--- src/inc/flsp_pkg.sv ---
// flsp_pkg: constants and types of the flash status and write-protect block
package flsp_pkg;

  // ----------------------------------------
  // array geometry
  // ----------------------------------------
  localparam int          ADDR_W = 23;                  // 8 MB array
  localparam logic [22:0] ADDR_ONES = 23'h7FFFFF;
  localparam logic [22:0] ADDR_ZERO = 23'h000000;

  // ----------------------------------------
  // status register one bit positions
  // ----------------------------------------
  localparam int SR1_BUSY   = 0;
  localparam int SR1_WEL    = 1;
  localparam int SR1_BP_LSB = 2;
  localparam int SR1_BP_MSB = 6;
  localparam int SR1_REG_PROTECT_LO   = 7;

  // ----------------------------------------
  // status register two bit positions (within its byte)
  // ----------------------------------------
  localparam int SR2_OFS    = 8;                        // register two sits above register one
  localparam int SR2_REG_PROTECT_HI   = 0;
  localparam int SR2_QE     = 1;
  localparam int SR2_PROGRAM_SUSPENDED   = 2;
  localparam int SR2_LB_LSB = 3;
  localparam int SR2_LB_MSB = 5;
  localparam int SR2_CMP    = 6;
  localparam int SR2_ERASE_SUSPENDED   = 7;

  // ----------------------------------------
  // reset values
  // ----------------------------------------
  localparam logic [4:0] BP_RST  = 5'h00;
  localparam logic [2:0] LB_RST  = 3'h0;
  localparam logic       BIT_RST = 1'b0;

  // ----------------------------------------
  // protection decoder constants
  // ----------------------------------------
  localparam logic [2:0] BP_NONE        = 3'h0;        // low code selecting nothing
  localparam logic [2:0] BP_ALL         = 3'h7;        // low code selecting everything
  localparam logic [2:0] BP_SMALL_MAX   = 3'h4;        // 32 KB is the largest small area
  localparam logic [4:0] BIG_BASE_LOG2  = 5'h10;       // code n gives 2^(16+n) bytes
  localparam logic [4:0] SMALL_BASE_LOG2 = 5'h0B;      // code n gives 2^(11+n) bytes

  // ----------------------------------------
  // types
  // ----------------------------------------
  typedef enum logic [1:0] {
    OP_SRW   = 2'h0,
    OP_PROG  = 2'h1,
    OP_ERASE = 2'h2,
    OP_CHIP  = 2'h3
  } flsp_op_type;

  typedef enum logic [1:0] {
    ST_IDLE = 2'h0,
    ST_BUSY = 2'h1
  } flsp_state_type;

endpackage

--- src/core/flsp_status_protect.sv ---
// flsp_status_protect: status registers, write-enable latch and array protection gate
`timescale 1ns/10ps
`default_nettype none

// How it works
// (RULE1) SR1: reg_protect_lo, five area bits, latch, busy
// (RULE2) SR2: suspends, complement, locks, quad, reg_protect_hi
// (RULE3) busy reads 1 during any write operation
// (RULE4) latch clear refuses status writes, program, erase
// (RULE5) area bits change only by status write
// (RULE6) protected target address refuses program/erase
// (RULE7) area bits writable only outside hardware lock
// (RULE8) complement 0: small bottom areas decode
// (RULE9) complement 1: lower fractions, all, none
// (RULE10) complement 1: upper fractions of array
// (RULE11) complement 1: all below small top area
// (RULE12) complement 1: all above small bottom area
// (RULE13) lock bits once set never clear; the code clears them on reset
// (RULE14) latch cleared by reset, disable, writes, erases
// (RULE15) write-protect low locks area and srp bits
// (RULE16) srp 01 with pin low refuses status writes
// (RULE17) chip erase only on none/all low codes
// (RULE18) decoder is combinational on current bits
module flsp_status_protect (
  // clock and reset
  input  wire logic               core_clk,
  input  wire logic               rstn,
  // write-protect pin
  input  wire logic               wp_n,
  // decoded commands, one-cycle pulses
  input  wire logic               write_enable_cmd,
  input  wire logic               write_disable_cmd,
  input  wire logic               status_write_cmd,
  input  wire logic [15:0]        status_wdata,
  input  wire logic               page_program_cmd,
  input  wire logic               sector_erase_cmd,
  input  wire logic               block_erase_cmd,
  input  wire logic               chip_erase_cmd,
  input  wire logic [22:0]        cmd_addr,
  input  wire logic               soft_reset_cmd,
  // array engine events
  input  wire logic               erase_suspend_evt,
  input  wire logic               program_suspend_evt,
  input  wire logic               resume_evt,
  input  wire logic               op_done,
  // status and launch outputs
  output logic [7:0]              status_low,
  output logic [7:0]              status_high,
  output logic                    op_start,
  output flsp_pkg::flsp_op_type   op_kind,
  output logic                    cmd_refused
);
  import flsp_pkg::*;

  flsp_state_type state_reg, state_next;
  flsp_op_type    kind_reg, kind_next;
  logic [4:0]     bp_reg, bp_next;
  logic [2:0]     lb_reg, lb_next;
  logic           reg_protect_lo_reg, reg_protect_lo_next, reg_protect_hi_reg, reg_protect_hi_next;
  logic           qe_reg, qe_next, cmp_reg, cmp_next;
  logic           wel_reg, wel_next;
  logic           erase_suspended_reg, erase_suspended_next, program_suspended_reg, program_suspended_next;
  logic           start_reg, start_next, refused_reg, refused_next;
  logic           idle, any_cmd, addr_prot, chip_ok, sr_locked;

  // ----------------------------------------
  // protection decoder
  // ----------------------------------------
  // area in range for complement 0; complement 1 is its exact inverse,
  // which covers every row of both tables with one comparator pair
  function automatic logic prot_hit(input logic [4:0] bp, input logic cmp,
                                    input logic [22:0] addr);
    logic [2:0]  n;
    logic [4:0]  k;
    logic [22:0] mask;
    logic        inr;
    n = bp[2:0];
    if (bp[4]) begin
      k = SMALL_BASE_LOG2 + {2'h0, ((n > BP_SMALL_MAX) ? BP_SMALL_MAX : n)}; // RULE8 RULE11 RULE12
    end else begin
      k = BIG_BASE_LOG2 + {2'h0, n};                                       // RULE9 RULE10
    end
    mask = ~(ADDR_ONES << k);
    if (n == BP_NONE) begin
      inr = 1'b0;
    end else if (n == BP_ALL) begin
      inr = 1'b1;
    end else if (bp[3]) begin
      inr = ((addr & ~mask) == ADDR_ZERO);                                 // bottom areas
    end else begin
      inr = ((addr | mask) == ADDR_ONES);                                  // top areas
    end
    return inr ^ cmp;                                                      // RULE9 RULE10
  endfunction

  // decoder follows live bits, so a new setting gates the next command
  assign addr_prot = prot_hit(bp_reg, cmp_reg, cmd_addr);                 // RULE18
  assign chip_ok   = ((bp_reg[2:0] == BP_NONE) && !cmp_reg) ||
                     ((bp_reg[2:0] == BP_ALL) && cmp_reg);                 // RULE17
  // srp 10/11 lock until reset; srp 01 locks while the pin is low
  assign sr_locked = reg_protect_hi_reg | (reg_protect_lo_reg & ~wp_n);                        // RULE15 RULE16
  assign idle      = (state_reg == ST_IDLE);
  assign any_cmd   = status_write_cmd | page_program_cmd | sector_erase_cmd |
                     block_erase_cmd | chip_erase_cmd;

  // ----------------------------------------
  // command acceptance and status bits
  // ----------------------------------------
  // commands arriving while busy, except write disable and soft reset, are
  // dropped silently, as the array engine cannot take a second operation
  always_comb begin
    state_next   = state_reg;
    kind_next    = kind_reg;
    bp_next      = bp_reg;
    lb_next      = lb_reg;
    reg_protect_lo_next    = reg_protect_lo_reg;
    reg_protect_hi_next    = reg_protect_hi_reg;
    qe_next      = qe_reg;
    cmp_next     = cmp_reg;
    wel_next     = wel_reg;
    start_next   = 1'b0;
    refused_next = 1'b0;
    if (idle && write_enable_cmd) begin
      wel_next = 1'b1;
    end
    if (write_disable_cmd || soft_reset_cmd) begin
      wel_next = 1'b0;                                                     // RULE14
    end
    if (idle && any_cmd) begin
      if (!wel_reg) begin
        refused_next = 1'b1;                                               // RULE4
      end else begin
        wel_next = 1'b0;                                                   // RULE14
        if (status_write_cmd) begin
          if (sr_locked) begin
            refused_next = 1'b1;                                           // RULE7 RULE16
          end else begin
            // busy, latch and suspend bits ignore the written data; lock bits only set
            bp_next    = status_wdata[SR1_BP_MSB:SR1_BP_LSB];              // RULE5
            reg_protect_lo_next  = status_wdata[SR1_REG_PROTECT_LO];
            reg_protect_hi_next  = status_wdata[SR2_OFS + SR2_REG_PROTECT_HI];
            qe_next    = status_wdata[SR2_OFS + SR2_QE];
            cmp_next   = status_wdata[SR2_OFS + SR2_CMP];
            lb_next    = lb_reg |
                         status_wdata[SR2_OFS + SR2_LB_MSB:SR2_OFS + SR2_LB_LSB]; // RULE13
            start_next = 1'b1;
            kind_next  = OP_SRW;
          end
        end else if (chip_erase_cmd) begin
          refused_next = !chip_ok;                                         // RULE17
          start_next   = chip_ok;
          kind_next    = OP_CHIP;
        end else begin
          refused_next = addr_prot;                                        // RULE6
          start_next   = !addr_prot;
          kind_next    = page_program_cmd ? OP_PROG : OP_ERASE;
        end
      end
    end
    // busy until the engine reports completion
    case (state_reg)
      ST_IDLE: begin
        if (start_next) begin
          state_next = ST_BUSY;                                            // RULE3
        end
      end
      ST_BUSY: begin
        if (op_done) begin
          state_next = ST_IDLE;                                            // RULE3
        end
      end
      default: begin
        state_next = ST_IDLE;
      end
    endcase
  end

  // ----------------------------------------
  // suspend flags
  // ----------------------------------------
  // set wins over a resume or reset in the same cycle
  always_comb begin
    erase_suspended_next = erase_suspended_reg;
    program_suspended_next = program_suspended_reg;
    if (resume_evt || soft_reset_cmd) begin
      erase_suspended_next = 1'b0;
      program_suspended_next = 1'b0;
    end
    if (erase_suspend_evt) begin
      erase_suspended_next = 1'b1;
    end
    if (program_suspend_evt) begin
      program_suspended_next = 1'b1;
    end
  end

  // ----------------------------------------
  // registers
  // ----------------------------------------
  // reset stands in for power-up, so every bit returns to its default
  always_ff @(posedge core_clk or negedge rstn) begin
    if (!rstn) begin
      state_reg   <= ST_IDLE;
      kind_reg    <= OP_SRW;
      bp_reg      <= BP_RST;
      lb_reg      <= LB_RST;
      reg_protect_lo_reg    <= BIT_RST;
      reg_protect_hi_reg    <= BIT_RST;
      qe_reg      <= BIT_RST;
      cmp_reg     <= BIT_RST;
      wel_reg     <= BIT_RST;                                              // RULE14
      erase_suspended_reg    <= BIT_RST;
      program_suspended_reg    <= BIT_RST;
      start_reg   <= BIT_RST;
      refused_reg <= BIT_RST;
    end else begin
      state_reg   <= state_next;
      kind_reg    <= kind_next;
      bp_reg      <= bp_next;
      lb_reg      <= lb_next;
      reg_protect_lo_reg    <= reg_protect_lo_next;
      reg_protect_hi_reg    <= reg_protect_hi_next;
      qe_reg      <= qe_next;
      cmp_reg     <= cmp_next;
      wel_reg     <= wel_next;
      erase_suspended_reg    <= erase_suspended_next;
      program_suspended_reg    <= program_suspended_next;
      start_reg   <= start_next;
      refused_reg <= refused_next;
    end
  end

  // ----------------------------------------
  // outputs, each bit straight from a flop
  // ----------------------------------------
  // busy is bit 0 of the state code, so the flag comes from a flop directly
  assign status_low  = {reg_protect_lo_reg, bp_reg, wel_reg, state_reg[0]};          // RULE1 RULE3
  assign status_high = {erase_suspended_reg, cmp_reg, lb_reg, program_suspended_reg, qe_reg, reg_protect_hi_reg}; // RULE2
  assign op_start    = start_reg;
  assign op_kind     = kind_reg;
  assign cmd_refused = refused_reg;
endmodule

`default_nettype wire

--- config.mk ---
export PLATFORM = sky130hd
export DESIGN_NAME = flsp_status_protect
export DESIGN_NICKNAME = d
export VERILOG_FILES = /design/src/inc/flsp_pkg.sv /design/src/core/flsp_status_protect.sv
export SDC_FILE = /design/constraint.sdc
export NUM_CORES = 1
export LEC_CHECK = 0
export BUFFER_PORTS_ARGS = -buffer_cell sky130_fd_sc_hd__buf_4
export CAP_MARGIN = 20
export CORE_ASPECT_RATIO = 0.6
export CORE_MARGIN = 2
export CORE_UTILIZATION = 42
export CTS_BUF_LIST = sky130_fd_sc_hd__clkbuf_4 sky130_fd_sc_hd__clkbuf_8 sky130_fd_sc_hd__clkbuf_16
export CTS_CLUSTER_SIZE = 12
export DETAILED_ROUTE_END_ITERATION = 7
export PLACE_DENSITY_LB_ADDON = 0.12
export SETUP_SLACK_MARGIN = 0.1
export SLEW_MARGIN = 10
export SYNTH_ARGS = -nofsm -noshare
export SYNTH_HDL_FRONTEND = slang
export SYNTH_SLANG_ARGS = --single-unit
--- constraint.sdc ---
create_clock -name core_clk -period 8.1 [get_ports core_clk]
set_input_delay 1.62 -clock core_clk [delete_from_list [all_inputs] [get_ports core_clk]]
set_output_delay 1.62 -clock core_clk [all_outputs]
set_load 0.01 [all_outputs]
### Yosys cells after proc, flatten, opt, wreduce, memory -nomap -nowiden

Index checks and enable logic that the tools add are counted.

| word-level totals | value |
|---|---|
| output and inout bits | 20 |
| ROM bits | 0 |
| bits in writable memories | 0 |
| input port bits | 54 |
| memories kept | 0 |
| bits in latches | 0 |
| register bits after elaboration | 21 |

| operators by class | value |
|---|---|
| reduce and logical (&&, ||, !) cells | 18 |
| shift operators | 1 |
| divide/modulo/power cells | 0 |
| eq/ne operators | 6 |
| mux-type cells | 29 |
| bitwise gates (word level) | 14 |
| multiply operators | 0 |
| $lt $le $gt $ge | 1 |
| add/sub/neg operators | 2 |

Operators by type and width:

| operator | count |
|---|---|
| NOT 23 bit | 2 |
| bitwise AND 23 bit | 1 |
| == test 23 bit (second input constant) | 1 |
| zero test 23 bit | 1 |
| bitwise OR 23 bit | 1 |
| << shifter 23 x 5 -> 23 bit (first input constant) | 1 |
| 2-to-1 mux 1 bit | 20 |
| 2-to-1 mux 2 bit | 6 |
| != test 2 bit (second input constant) | 3 |
| adder 4 x 3 -> 5 bit (first input constant) | 1 |
| adder 5 x 3 -> 5 bit (first input constant) | 1 |
| 2-to-1 mux 5 bit | 1 |
| bitwise OR 1 bit | 5 |
| logical AND 1 bit | 4 |
| one-hot mux 2 bit (2 select lines) | 1 |
| AND reduction 4 bit | 1 |
| nonzero test 2 bit | 2 |
| == test 3 bit (second input constant) | 1 |
| > comparator 3 bit (second input constant) | 1 |
| zero test 1 bit | 3 |
| zero test 3 bit | 1 |
| logical OR 1 bit | 3 |
| 2-to-1 mux 3 bit | 1 |
| bitwise OR 3 bit | 1 |
| 7 further kinds | 8 |

### Logic depth before layout (Yosys ltp)

Gate-level depths: netlist of run 1.

| depth | value |
|---|---|
| depth after elaboration | 20 |
| mapped depth | 14 |
| gate-level depth less buffers | 12 |

### Least setup slack after synthesis of run 1

Ideal clock, no wire load.

| timing | value |
|---|---|
| kind | input port to flip-flop |
| start | input port cmd_addr[21] |
| end | register state_reg[0] |
| library setup time | 0.092 ns |
| data required time | 8.008 ns |
| data arrival time | 2.918 ns |
| path buffers | 0 |
| setup slack | 5.090 ns |
| stages on the path | 7 |
| cell sequence | inv_1 > maj3_1 > a21oi_1 > a2111oi_1 > a21oi_1 > mux2_4 > o31ai_2 |

| between the ends | value |
|---|---|
| longest elaborated chain between the ends | 13 |

Ends and longest elaborated chain:

| element | line | RTL |
|---|---|---|
| start, declared | flsp_status_protect.sv:39 | `input wire logic [22:0] cmd_addr,` |
| bitwise OR 23 bit / bitwise AND 23 bit (equally long branches) | flsp_status_protect.sv:91, flsp_status_protect.sv:89 |  |
| == test 23 bit / zero test 23 bit (equally long branches) | flsp_status_protect.sv:91, flsp_status_protect.sv:89 |  |
| 2-to-1 mux 1 bit * | flsp_status_protect.sv:88 | `end else if (bp[3]) begin` |
| 2-to-1 mux 1 bit * | flsp_status_protect.sv:86 | `end else if (n == BP_ALL) begin` |
| 2-to-1 mux 1 bit * | flsp_status_protect.sv:84 | `if (n == BP_NONE) begin` |
| bitwise XOR 1 bit * | flsp_status_protect.sv:93 | `return inr ^ cmp;` |
| zero test 1 bit * | flsp_status_protect.sv:155 | `start_next = !addr_prot;` |
| 2-to-1 mux 1 bit * | flsp_status_protect.sv:149 | `end else if (chip_erase_cmd) begin` |
| 2-to-1 mux 1 bit * | flsp_status_protect.sv:134 | `if (status_write_cmd) begin` |
| 2-to-1 mux 1 bit * | flsp_status_protect.sv:130 | `if (!wel_reg) begin` |
| 2-to-1 mux 1 bit * | flsp_status_protect.sv:129 | `if (idle && any_cmd) begin` |
| != test 2 bit (no source line) * | -- |  |
| AND reduction 2 bit (no source line) * | -- |  |
| end signal, assigned | flsp_status_protect.sv:217 | `state_reg <= state_next;` |
| end, declared | flsp_status_protect.sv:55 | `flsp_state_type state_reg, state_next;` |

Every way passes the cells marked *; elsewhere a longest branch is shown, timed or not.
A chain may end at the register's enable or synchronous reset.

### Final worst setup path of run 1

| timing | value |
|---|---|
| start | register bp_reg[2] |
| end | register state_reg[0] |

| between the ends | value |
|---|---|
| longest elaborated chain between the ends | 20 |

Ends and longest elaborated chain:

| element | line | RTL |
|---|---|---|
| start, declared | flsp_status_protect.sv:57 | `logic [4:0] bp_reg, bp_next;` |
| start signal, assigned | flsp_status_protect.sv:219 | `bp_reg <= bp_next;` |
| > comparator 3 bit | flsp_status_protect.sv:79 | `k = SMALL_BASE_LOG2 + {2'h0, ((n > BP_SMALL_MAX) ? BP_SMALL_MAX : n)};` |
| 2-to-1 mux 3 bit | flsp_status_protect.sv:79 |  |
| adder 4 x 3 -> 5 bit | flsp_status_protect.sv:79 |  |
| 2-to-1 mux 5 bit | flsp_status_protect.sv:78 | `if (bp[4]) begin` |
| << shifter 23 x 5 -> 23 bit | flsp_status_protect.sv:83 | `mask = ~(ADDR_ONES << k);` |
| NOT 23 bit | flsp_status_protect.sv:83 |  |
| NOT 23 bit | flsp_status_protect.sv:89 | `inr = ((addr & ~mask) == ADDR_ZERO);` |
| bitwise AND 23 bit | flsp_status_protect.sv:89 |  |
| (+4 left out) | -- |  |
| bitwise XOR 1 bit | flsp_status_protect.sv:93 |  |
| zero test 1 bit | flsp_status_protect.sv:155 |  |
| 2-to-1 mux 1 bit * | flsp_status_protect.sv:149 |  |
| 2-to-1 mux 1 bit * | flsp_status_protect.sv:134 |  |
| 2-to-1 mux 1 bit * | flsp_status_protect.sv:130 |  |
| 2-to-1 mux 1 bit * | flsp_status_protect.sv:129 |  |
| != test 2 bit (no source line) * | -- |  |
| AND reduction 2 bit (no source line) * | -- |  |

Marked as above.

==> metrics.md, run 1 <==
| Metric | Value |
|---|---|
| Outcome | `finished, final reports clean` |
| Slowest cell on crit path | `dfrtp_1` |
| NumNets Final | `272` |
| Max FFs per register | `5` |
| Hold Path Depth | `1` |
| Core outline area | `approximately 0.0032 sq mm` |
| Max_cap viols | `0` |
| Largest net degree at the start of global routing | `22` |
| H-tree levels | `1` |
| Worst-margin pin slew | `between 0.6 and 0.7 ns` |
| Crit Path Class | `flip-flop to flip-flop` |
| First-pass GRT wire length | `6260 um` |
| Drt first pass iters | `4` |
| Clock skew | `0.00386 ns` |
| Maximum vdd drop | `approximately 0.14 mV` |
| Port Buffer Count | `61` |
| Die Span Y | `about 49 um` |
| Post-route cell area | `around 0.0019 sq mm` |
| Mapped Area | `around 0.0014 sq mm` |
| Max Fclk | `between 0.2 and 0.3 GHz` |
| HPWL after DPL | `3040 um` |
| Unrepaired setup endpoints after global routing | `false` |
| TritonCTS clock tree | `done` |
| Die W | `approximately 80 um` |
| WL/cell | `~15 um` |
| Met1 Wirelength | `1710 um` |
| Hold_buf cts | `0` |
| Placed cell area | `roughly 0.0018 sq mm` |
| Pins Over Slew Limit | `0` |
| Synth unique cells | `45` |
| Number of placement rows | `16` |
| Final critical-path share of the clock period | `0.444` |
| Slew headroom | `0.574` |
| Highest routed layer | `met4` |
| Synth Area per Inst | `about 8.6 sq um` |
| Syn Nets | `between 200 and 250` |
| Area contributors post-synth | `dfrtp_1 35%, mux2_2 5.6%, a21o_1 4.2%` |
| EDFF count, synth | `0` |
| Detail Route met2 WL | `between 1500 and 2000 um` |
| Setup TNS | `0 ns` |
| Setup Fix Bufs, Post-CTS | `0` |
| Vias in the first global route | `between 1000 and 1500` |
| Ys flop type | `dfrtp_1` |
| Antenna cells | `0` |
| Tmin final | `between 3 and 4 ns` |
| Total CTS buffers | `3` |
| Hold path startpoint | `lb_reg[0]` |
| Syn-to-layout area delta | `33.8%` |
| Antenna Nets Post-Route | `0` |
| Sink Count | `20` |
| Layout cells sized above 1 | `0.372` |
| CP required | `between 8 and 9 ns` |
| Die area | `between 0.003 and 0.004 sq mm` |
| Final Setup Violations | `0` |
| # resized after CTS | `0` |
| Reg clk slew, reported paths | `roughly 0.08 ns` |
| Critical Path Max Stage Delay | `around 0.76 ns` |
| End of the worst hold path | `lb_reg[0]` |
| Fill count | `approximately 310` |
| Met3 routed WL | `~380 um` |
| Clk buf depth | `2` |
| Multi-input gate area | `between 700 and 800 sq um` |
| Crit path max fanout | `21` |
| Crit-path cells | `nor2b_1, inv_1, ha_1, inv_1, ha_1, nor2b_1, o21ai_0, o21ai_0, a2111oi_0, a31oi_1, mux2_4, o31ai_2` |
| Skew-Pair Late Insertion Delay | `between 0.2 and 0.3 ns` |
| Crit Reg-Reg Startpoint | `bp_reg[2]` |
| Warnings, synthesis | `0` |
| Asr flop ratio synth | `1.00` |
| Routed vias | `~1400` |
| GRT Residual Overflow | `0` |
| # DRC | `0` |
| Total track usage | `0.201` |
| Yosys top cell by area | `dfrtp_1` |
| Sequential share of the synthesized area | `0.352` |
| Final hold violation count | `0` |
| Iteration-0 DRC Markers | `around 180` |
| FF-to-FF path depth | `12` |
| R2R Setup Slk | `~4.5 ns` |
| Vias per cell | `5.47` |
| Initial antenna violation count | `0` |
| Hold crit path type | `flip-flop to flip-flop` |
| Leak pwr | `a little over 0.9 nW` |
| FF+latch area | `around 500 sq um` |
| Seq cells post-synth | `20` |
| CP endpoint kind | `flip-flop` |
| PD cells | `329 mW/mm^2` |
| Clock root cell | `clkbuf_8` |
| Syn Inst Count | `between 150 and 200` |
| Total I/O pin count | `74` |
| CP Launch Type | `flip-flop` |
| Reg-to-reg endpoint | `state_reg[0]` |
| Worst path arrival time | `roughly 3.8 ns` |
| RD Place Congestion | `slightly above 0.9` |
| Drt total wl | `~3800 um` |
| Effective utilization at floorplan | `0.438` |
| Yosys top cell area share | `0.352` |
cell type report:
| cell class | count | area share |
|---|---|---|
| Inverter | 11 | 0.0217 |
| Sequential cell | 20 | 0.263 |
| Clock buffer | 3 | 0.0217 |
| Tap cell | 45 | 0.0296 |
| Timing Repair Buffer | 61 | 0.241 |
| Multi-Input combinational cell | 119 | 0.407 |
| Clock inverter | 1 | 0.0158 |
where the power goes:
group | leakage (nW) | switching, mW | internal (mW)
logic | 0.653 | 0.171 | 0.159
clock network | 0.0357 | 0.0338 | 0.0659
registers | 0.243 | 0.0605 | 0.135
cell usage after synthesis (7+ instances only):
cell and instances:
a21oi_1 10, a21o_1 8, nand2_1 10, nor2_1 11, nor3_1 8, dfrtp_1 20, nand3_1 7, mux2_2 7
buf_4 7, o21ai_0 11, inv_1 11
worst max-delay path, delay by kind of cell (launching register included):
family / cells / cell delay, ns
flip-flops: 1 / 0.76
buffers and inverters: 2 / 0.17
AND/OR/NAND/NOR: 2 / 0.67
adder cells (fa/ha/maj): 2 / 0.46
AO/OA/AOI/OAI: 5 / 1.09
multiplexers: 1 / 0.34
how the worst max path moves through the flow:
stage                             from           end  slack, ns  cells after the start
after detailed placement     bp_reg[2]      op_start       4.61                     12
after floorplan           cmd_addr[21]  state_reg[0]       5.09                      7
after global routing         bp_reg[2]  state_reg[0]       4.12                     12
after global placement       bp_reg[2]  state_reg[0]       4.70                     12
final                        bp_reg[2]  state_reg[0]       4.51                     12
after CTS                    bp_reg[2]      op_start       4.57                     12
layout by cell type (no fill, tap or decap), drive strengths merged, types with 2 or more instances in the layout:
| cell | count |
|---|---|
| a21oi | 11 |
| nor2b | 4 |
| inv | 11 |
| a2111oi | 2 |
| o22ai | 2 |
| buf | 61 |
| nor4 | 4 |
| o21a | 2 |
| o2111ai | 2 |
| or2 | 2 |
| maj3 | 2 |
| and3 | 2 |
| a211oi | 3 |
| mux2 | 8 |
| a21o | 8 |
| nand2 | 10 |
| nand3 | 7 |
| dfrtp | 20 |
| nand2b | 2 |
| clkbuf | 3 |
| nor2 | 11 |
| ha | 2 |
| nor3 | 8 |
| o21ai | 11 |
metal layers:
| metal | vias up | track usage |
|---|---|---|
| met3 | 2 | 0.0537 |
| met2 | 68 | 0.312 |
| met5 | - | 0 |
| met4 | 0 | 0.0115 |
| li1 | 691 | - |
| met1 | 660 | 0.297 |
cells by family after synthesis:
family / count (synthesis) / share of synthesized area
and+or+nand+nor: 59 / 0.221
AOI/OAI and AO/OA: 47 / 0.219
buffers and inverters: 27 / 0.103
DFF: 20 / 0.352
muxes: 8 / 0.0661
adders and majority gates: 4 / 0.0317
xor gates and xnor gates: 1 / 0.00617
through the flow:
stage          setup WS [ns]  cells  total power [mW]  hold slack [ns]   util
5_1_grt                 4.12    260             0.675            0.486  0.586
3_3_place_gp            4.70    256             0.513            0.440  0.564
3_5_place_dp            4.61    256             0.523            0.454  0.564
4_1_cts                 4.57    260             0.623            0.473  0.586
6_report                4.51    260             0.625            0.465  0.586
2_1_floorplan           5.09    166             0.425            0.450      -
Note: power is estimated with default switching activity, not from simulation.
==> run 2, diff against run 1 <==
- ABC_AREA: default -> 1
- CORE_UTILIZATION: 42 -> 41
- clock period: 8.1 -> 2.9 ns (I/O delays scaled with it)
==> metrics.md, run 2 <==
| Metric | Value |
|---|---|
| CP endpoint kind | `flip-flop` |
| Area contributors post-synth | `dfrtp_1 35%, nand2_1 16%, inv_1 8.9%` |
| Commonest non-fill, non-tap cell in the layout | `buf_4` |
| GR peak layer | `met1` |
| Pins Over Slew Limit | `0 (unchanged)` |
| Max FFs per register | `5 (unchanged)` |
| Iteration-0 DRC Markers | `55 (-69%)` |
| Core outline area | `0.00330 sq mm (+1.9%)` |
| Worst-margin pin slew | `1.02 ns (+0.380 ns)` |
| Syn Nets | `273 (+23%)` |
| Total track usage | `0.186 (-0.0151)` |
| RD Place Congestion | `0.912 (-2.2%)` |
| Most instantiated library cell after synthesis | `nand2_1` |
| H-tree levels | `1 (unchanged)` |
| PD cells | `305 mW/mm^2 (-7.2%)` |
| Leak pwr | `1.14 nW (+22%)` |
| Port Buffer Count | `61 (unchanged)` |
| Crit Path Class | `flip-flop to flip-flop` |
| Clock skew | `0.00382 ns (-0.0000453 ns)` |
| Worst path arrival time | `2.70 ns (-1.06 ns)` |
| Vias in the first global route | `1347 (-0.30%)` |
| # DRC | `0 (unchanged)` |
| Unrepaired setup endpoints after global routing | `true` |
| Yosys top cell by area | `dfrtp_1` |
| CP Launch Type | `flip-flop` |
| Synth Area per Inst | `6.63 sq um (-23%)` |
| Min Hold Slack | `0.186 ns (-0.279 ns)` |
| Mapped Area | `0.00144 sq mm (+1.2%)` |
| WL/cell | `10.8 um (-26%)` |
| Warnings, synthesis | `0 (unchanged)` |
| First-pass GRT wire length | `5880 um (-6.1%)` |
| Setup TNS | `0 ns (unchanged)` |
| NumNets Final | `336 (+24%)` |
| Asr flop ratio synth | `1.00 (unchanged)` |
| Die area | `0.00401 sq mm (+3.5%)` |
| Utilization after layout | `0.619 (+0.0333)` |
| Antenna cells | `0 (unchanged)` |
| Die Span Y | `49.9 um (+1.7%)` |
| Yosys top cell area share | `0.348 (-0.00429)` |
| Vias per cell | `4.56 (-17%)` |
| Most frequent cells in the layout | `69 x buf_4, 55 x nand2_1, 30 x inv_1` |
| Fill count | `309 (-1.6%)` |
| Effective utilization at floorplan | `0.435 (-0.00266)` |
| GRT Residual Overflow | `0 (unchanged)` |
| Drt total wl | `3510 um (-7.9%)` |
| Total CTS buffers | `3 (unchanged)` |
| Slew headroom | `0.317 (-0.257)` |
| Initial antenna violation count | `0 (unchanged)` |
| Hold crit path type | `input port to asynchronous set/reset pin` |
| Multi-input gate area | `767 sq um (-0.81%)` |
| HPWL after DPL | `2870 um (-5.5%)` |
| Top cells by count, synth | `60 x nand2_1, 34 x inv_1, 22 x nor2_1` |
| Hold_buf cts | `0 (unchanged)` |
| Skew-Pair Late Insertion Delay | `0.26 ns (about the same)` |
| EDFF count, synth | `0 (unchanged)` |
| Layout cells sized above 1 | `0.373 (+0.000667)` |
| Sequential share of the synthesized area | `0.348 (-0.00429)` |
| Antenna Nets Post-Route | `0 (unchanged)` |
| TritonCTS clock tree | `done` |
| Maximum vdd drop | `0.268 mV (+96%)` |
| Die W | `80.4 um (+1.7%)` |
| Clock root cell | `clkbuf_8` |
| M3 GR Usage | `0.0604 (+0.00674)` |
| Seq cells post-synth | `20 (unchanged)` |
| Layout Cells excl Fill | `324 (+25%)` |
| CP required | `3.05 ns (-5.22 ns)` |
| Final critical-path share of the clock period | `0.878 (+0.435)` |
| Reg clk slew, reported paths | `0.07 ns (about the same)` |
| Sink Count | `20 (unchanged)` |
| FF+latch area | `500 sq um (unchanged)` |
| Max_cap viols | `0 (unchanged)` |
| Tmin final | `2.55 ns (-1.05 ns)` |
| Outcome | `finished, final reports clean` |
| Crit path max fanout | `7 (-67%)` |
| Number of placement rows | `16 (unchanged)` |
| Syn Inst Count | `217 (+31%)` |
| Total I/O pin count | `74 (unchanged)` |
| Synth unique cells | `27 (-40%)` |
| Syn-to-layout area delta | `42.3%` |
| Max Fclk | `0.393 GHz (+41%)` |
| Placed instance count | `316 (+23%)` |
| Largest net degree at the start of global routing | `21 (-4.5%)` |
| Routed vias | `1478 (+4.0%)` |
| Clk buf depth | `2 (unchanged)` |
| Met1 Track Usage GR | `0.293 (-0.00364)` |
| Drt first pass iters | `4 (unchanged)` |
| GR Util met2 | `0.258 (-0.0538)` |
| Final Setup Violations | `0 (unchanged)` |
| Ys flop type | `dfrtp_1` |
| Final hold violation count | `0 (unchanged)` |
run 2: cell count changes after synthesis, moves of 4 or more:
cell,delta
a21o_1,-5
nor2_1,+11
mux2_2,-6
nand3_1,+6
nand2_2,+5
nor4_1,-4
nor3_1,-5
o21ai_0,+6
nand2_1,+50
inv_1,+23
nor2b_1,-4
a21oi_1,-5
run 2: final timing paths:
check                      startpoint           end  slack, ns  cells after the start
max in group asynchronous        rstn     lb_reg[2]       2.50                      1
max reg2reg                 bp_reg[0]  state_reg[0]       0.35                     23
min                              rstn     bp_reg[2]       0.19                      1
max                         bp_reg[0]  state_reg[0]       0.35                     23
min reg2reg                 lb_reg[2]     lb_reg[2]       0.47                      1
min in group core_clk       lb_reg[2]     lb_reg[2]       0.47                      1
run 2: where the power goes:
| group | switching (mW) | leakage [nW] | internal (mW) |
|---|---|---|---|
| clock | 0.0911 | 0.0288 | 0.121 |
| sequential | 0.00630 | 0.223 | 0.292 |
| combinational | 0.0472 | 0.883 | 0.0662 |
| total | 0.145 | 1.14 | 0.479 |
run 2: cell families after synthesis:
kind of cell | share of synthesized area
AND/OR/NAND/NOR | 0.342
flip-flops | 0.348
adder cells (fa/ha/maj) | 0.0174
AO/OA/AOI/OAI | 0.131
multiplexers | 0.00783
buffers and inverters | 0.154
run 2: repair_timing:
action | in CTS | in global routing
setup endpoints to repair | 0 | 3
setup buffers | 0 | 4
resized for setup | 0 | 21
run 2: layout make-up:
cell class	instances	share of cell area
timing repair buffer	70	0.259
sequential	20	0.245
inverter	36	0.0673
clock buffer	4	0.0269
tap	45	0.0275
multi-input combinational	149	0.375
run 2: worst max-delay path, cell delays in order (launching register included):
cell and delay, ns:
dfrtp_1 0.43, o21ai_2 0.19, nand2_1 0.08, ha_2 0.19, inv_2 0.07, ha_4 0.13, inv_2 0.04, nand2_4 0.11
buf_6 0.14, a21oi_1 0.06, nor2_1 0.13, nand2_2 0.07, nor2_2 0.11, nand2_1 0.07, nor2_2 0.10, nand2_1 0.06
nand3_2 0.06, nand2_1 0.05, nand2_1 0.05, nand3_1 0.06, nand2_1 0.07, nand2_2 0.06, nand2_2 0.08, nand2_1 0.05
run 2: stage by stage:
| step | power [mW] | setup WS (ns) | instance area, sq um |
|---|---|---|---|
| floorplan | 0.344 | 0.419 | 1440 |
| global placement | 0.418 | 0.187 | 1900 |
| detailed placement | 0.418 | 0.164 | 1900 |
| CTS | 0.629 | 0.143 | 1960 |
| finish | 0.624 | 0.354 | 2050 |
| global route | 0.657 | 0.0604 | 2050 |
run 2: layer usage:
layer | up-vias | share of wire
li1 | 795 | -
met1 | 639 | 0.53
met2 | 42 | 0.40
met3 | 2 | 0.071
met4 | 0 | 0.0011
met5 | - | 0
==> run 3, diff against run 2 <==
- ABC_AREA: 1 -> 0
==> metrics.md, run 3 (synthesized netlist as in run 1, its figures left out) <==
| Metric | Value |
|---|---|
| Outcome | `finished, final reports clean` |
| Antenna cells | `0 (unchanged)` |
| Met1 Wirelength | `1810 um (-2.1%)` |
| Setup crit start | `bp_reg[2]` |
| Max FFs per register | `5 (unchanged)` |
| Place WS | `-0.0740 ns (-0.238 ns)` |
| CP required | `3.08 ns (+0.03 ns)` |
| Vias in the first global route | `1354 (+0.52%)` |
| Cell Int Power | `1.21 mW (+150%)` |
| Die area | `0.00397 sq mm (-1.1%)` |
| Cell mode on critical path | `buf_4` |
| Initial antenna violation count | `0 (unchanged)` |
| Placed instance count | `260 (-18%)` |
| Die Span Y | `49.6 um (-0.57%)` |
| Max_cap viols | `0 (unchanged)` |
| Worst path arrival time | `2.86 ns (+0.16 ns)` |
| WL/cell | `15.3 um (+41%)` |
| Commonest non-fill, non-tap cell in the layout | `buf_4` |
| Critical Path Max Stage Delay | `0.43 ns (about the same)` |
| Drt first pass iters | `4 (unchanged)` |
| PD cells | `1010 mW/mm^2 (+230%)` |
| Hold_buf cts | `0 (unchanged)` |
| Number of placement rows | `16 (unchanged)` |
| Post-route cell area | `0.00208 sq mm (+1.8%)` |
| Antenna Nets Post-Route | `0 (unchanged)` |
| Fin worst setup slack | `0.221 ns (-0.133 ns)` |
| Port Buffer Count | `61 (unchanged)` |
| Total CTS buffers | `3 (unchanged)` |
| Routed vias | `1501 (+1.6%)` |
| Vias per cell | `5.58 (+22%)` |
| GRT Residual Overflow | `0 (unchanged)` |
| Clk buf depth | `2 (unchanged)` |
| Switching Power | `0.898 mW (+520%)` |
| Total track usage | `0.210 (+0.0235)` |
| Reg clk slew, reported paths | `0.08 ns (about the same)` |
| Worst-margin pin slew | `0.541 ns (-0.478 ns)` |
| Setup TNS | `0 ns (unchanged)` |
| Highest routed layer | `met4` |
| Logic pwr share | `0.636 (+0.454)` |
| Max Fclk | `0.373 GHz (-5.0%)` |
| # DRC | `0 (unchanged)` |
| Leak pwr | `0.990 nW (-13%)` |
| Syn-to-layout area delta | `46.7%` |
| Final critical-path share of the clock period | `0.924 (+0.0458)` |
| Sink Count | `20 (unchanged)` |
| RD Place Congestion | `0.928 (+1.8%)` |
| Slowest cell on crit path | `dfrtp_1` |
| Die W | `80.0 um (-0.58%)` |
| Hold crit path type | `input port to asynchronous set/reset pin` |
| Clock share of power | `0.133 (-0.207)` |
| Core outline area | `0.00328 sq mm (-0.61%)` |
| Drt total wl | `4120 um (+17%)` |
| First-pass GRT wire length | `6500 um (+11%)` |
| Placed cell area | `0.00186 sq mm (-2.0%)` |
| WP buf/inv | `3 (unchanged)` |
| Slew headroom | `0.639 (+0.322)` |
| Crit-path cells | `buf_4, buf_4, ha_4, clkinvlp_4, o21ai_2, o21ai_1, a2111oi_2, a31oi_2, mux2_4, o31ai_4` |
| Effective utilization at floorplan | `0.433 (-0.00268)` |
| Layout cells sized above 1 | `0.473 (+0.100)` |
| Crit path max fanout | `17 (+10)` |
| TritonCTS clock tree | `done` |
| Crit Path Class | `flip-flop to flip-flop` |
| Maximum vdd drop | `0.660 mV (+150%)` |
| CP Launch Type | `flip-flop` |
| Total I/O pin count | `74 (unchanged)` |
| Largest net degree at the start of global routing | `21 (unchanged)` |
| Sw frac | `0.425 (+0.193)` |
| Pins Over Slew Limit | `0 (unchanged)` |
| Min Hold Slack | `0.180 ns (-0.00573 ns)` |
| Sequential power share | `0.231 (-0.248)` |
| Final Setup Violations | `0 (unchanged)` |
| NumNets Final | `281 (-16%)` |
| Crit Reg-Reg Startpoint | `bp_reg[2]` |
| Skew-Pair Late Insertion Delay | `0.26 ns (about the same)` |
| Largest delay share family, worst path | `compound AO/OA/AOI/OAI gates` |
| Tmin final | `2.68 ns (+0.133 ns)` |
| H-tree levels | `1 (unchanged)` |
| Clock skew | `0.00195 ns (-0.00186 ns)` |
| Unrepaired setup endpoints after global routing | `false` |
| Most frequent cells in the layout | `70 x buf_4, 20 x dfrtp_1, 10 x nor2_1` |
| Iteration-0 DRC Markers | `204 (+270%)` |
| Layout Cells excl Fill | `269 (-17%)` |
| Met3 routed WL | `448 um (+81%)` |
| HPWL after DPL | `3100 um (+7.9%)` |
| Final hold violation count | `0 (unchanged)` |
| Clock root cell | `clkbuf_8` |
| Detail Route met2 WL | `1850 um (+31%)` |
| CP endpoint kind | `flip-flop` |
run 3: layout make-up:
type,instances,area [sq um]
clock buffers,3,41.3
multi-input cells,119,882
well taps,45,56.3
clock inverters,1,30.0
flip-flops and latches,20,500
fillers,290,1200
inverters,11,47.5
repair buffers,70,526
run 3: power groups by stage:
| stage | clock network (mW) | logic (mW) | registers, mW |
|---|---|---|---|
| finish | 0.282 | 1.34 | 0.488 |
| global route | 0.304 | 1.44 | 0.504 |
| CTS | 0.287 | 1.10 | 0.479 |
| detailed placement | 0 | 1.05 | 0.482 |
| global placement | 0 | 1.03 | 0.477 |
| floorplan | 0 | 0.715 | 0.482 |
run 3: path summary, 6_finish.rpt:
check	to	slack, ns	cells after the start
worst max register to register	state_reg[0]	0.22	10
min in group core_clk	wel_reg	0.47	2
worst max-delay path	state_reg[0]	0.22	10
worst min register to register	lb_reg[1]	0.47	1
max in group asynchronous	cmp_reg	2.51	1
worst min-delay path	op_start	0.18	1
run 3: worst register-to-register path, stage by stage (launching register included):
cell	delay (ns)
dfrtp_1	0.43
buf_4	0.15
buf_4	0.19
ha_4	0.32
clkinvlp_4	0.13
o21ai_2	0.18
o21ai_1	0.10
a2111oi_2	0.40
a31oi_2	0.18
mux2_4	0.35
o31ai_4	0.17
run 3: repair_timing:
action | in CTS | in global routing
setup endpoints to repair | 2 | 3
setup buffers | 0 | 5
gates resized for setup | 7 | 18
pin swaps | 2 | 10
run 3: stage by stage:
step            util  total power, mW
6_report       0.635             2.11
5_1_grt        0.635             2.24
4_1_cts        0.597             1.86
3_5_place_dp   0.568             1.53
3_3_place_gp   0.568             1.51
2_1_floorplan      -             1.20
run 3: per-layer routing:
layer,track usage,vias to the layer above
li1,-,706
met1,0.301,703
met2,0.315,88
met3,0.0659,4
met4,0.0339,0
met5,0,-
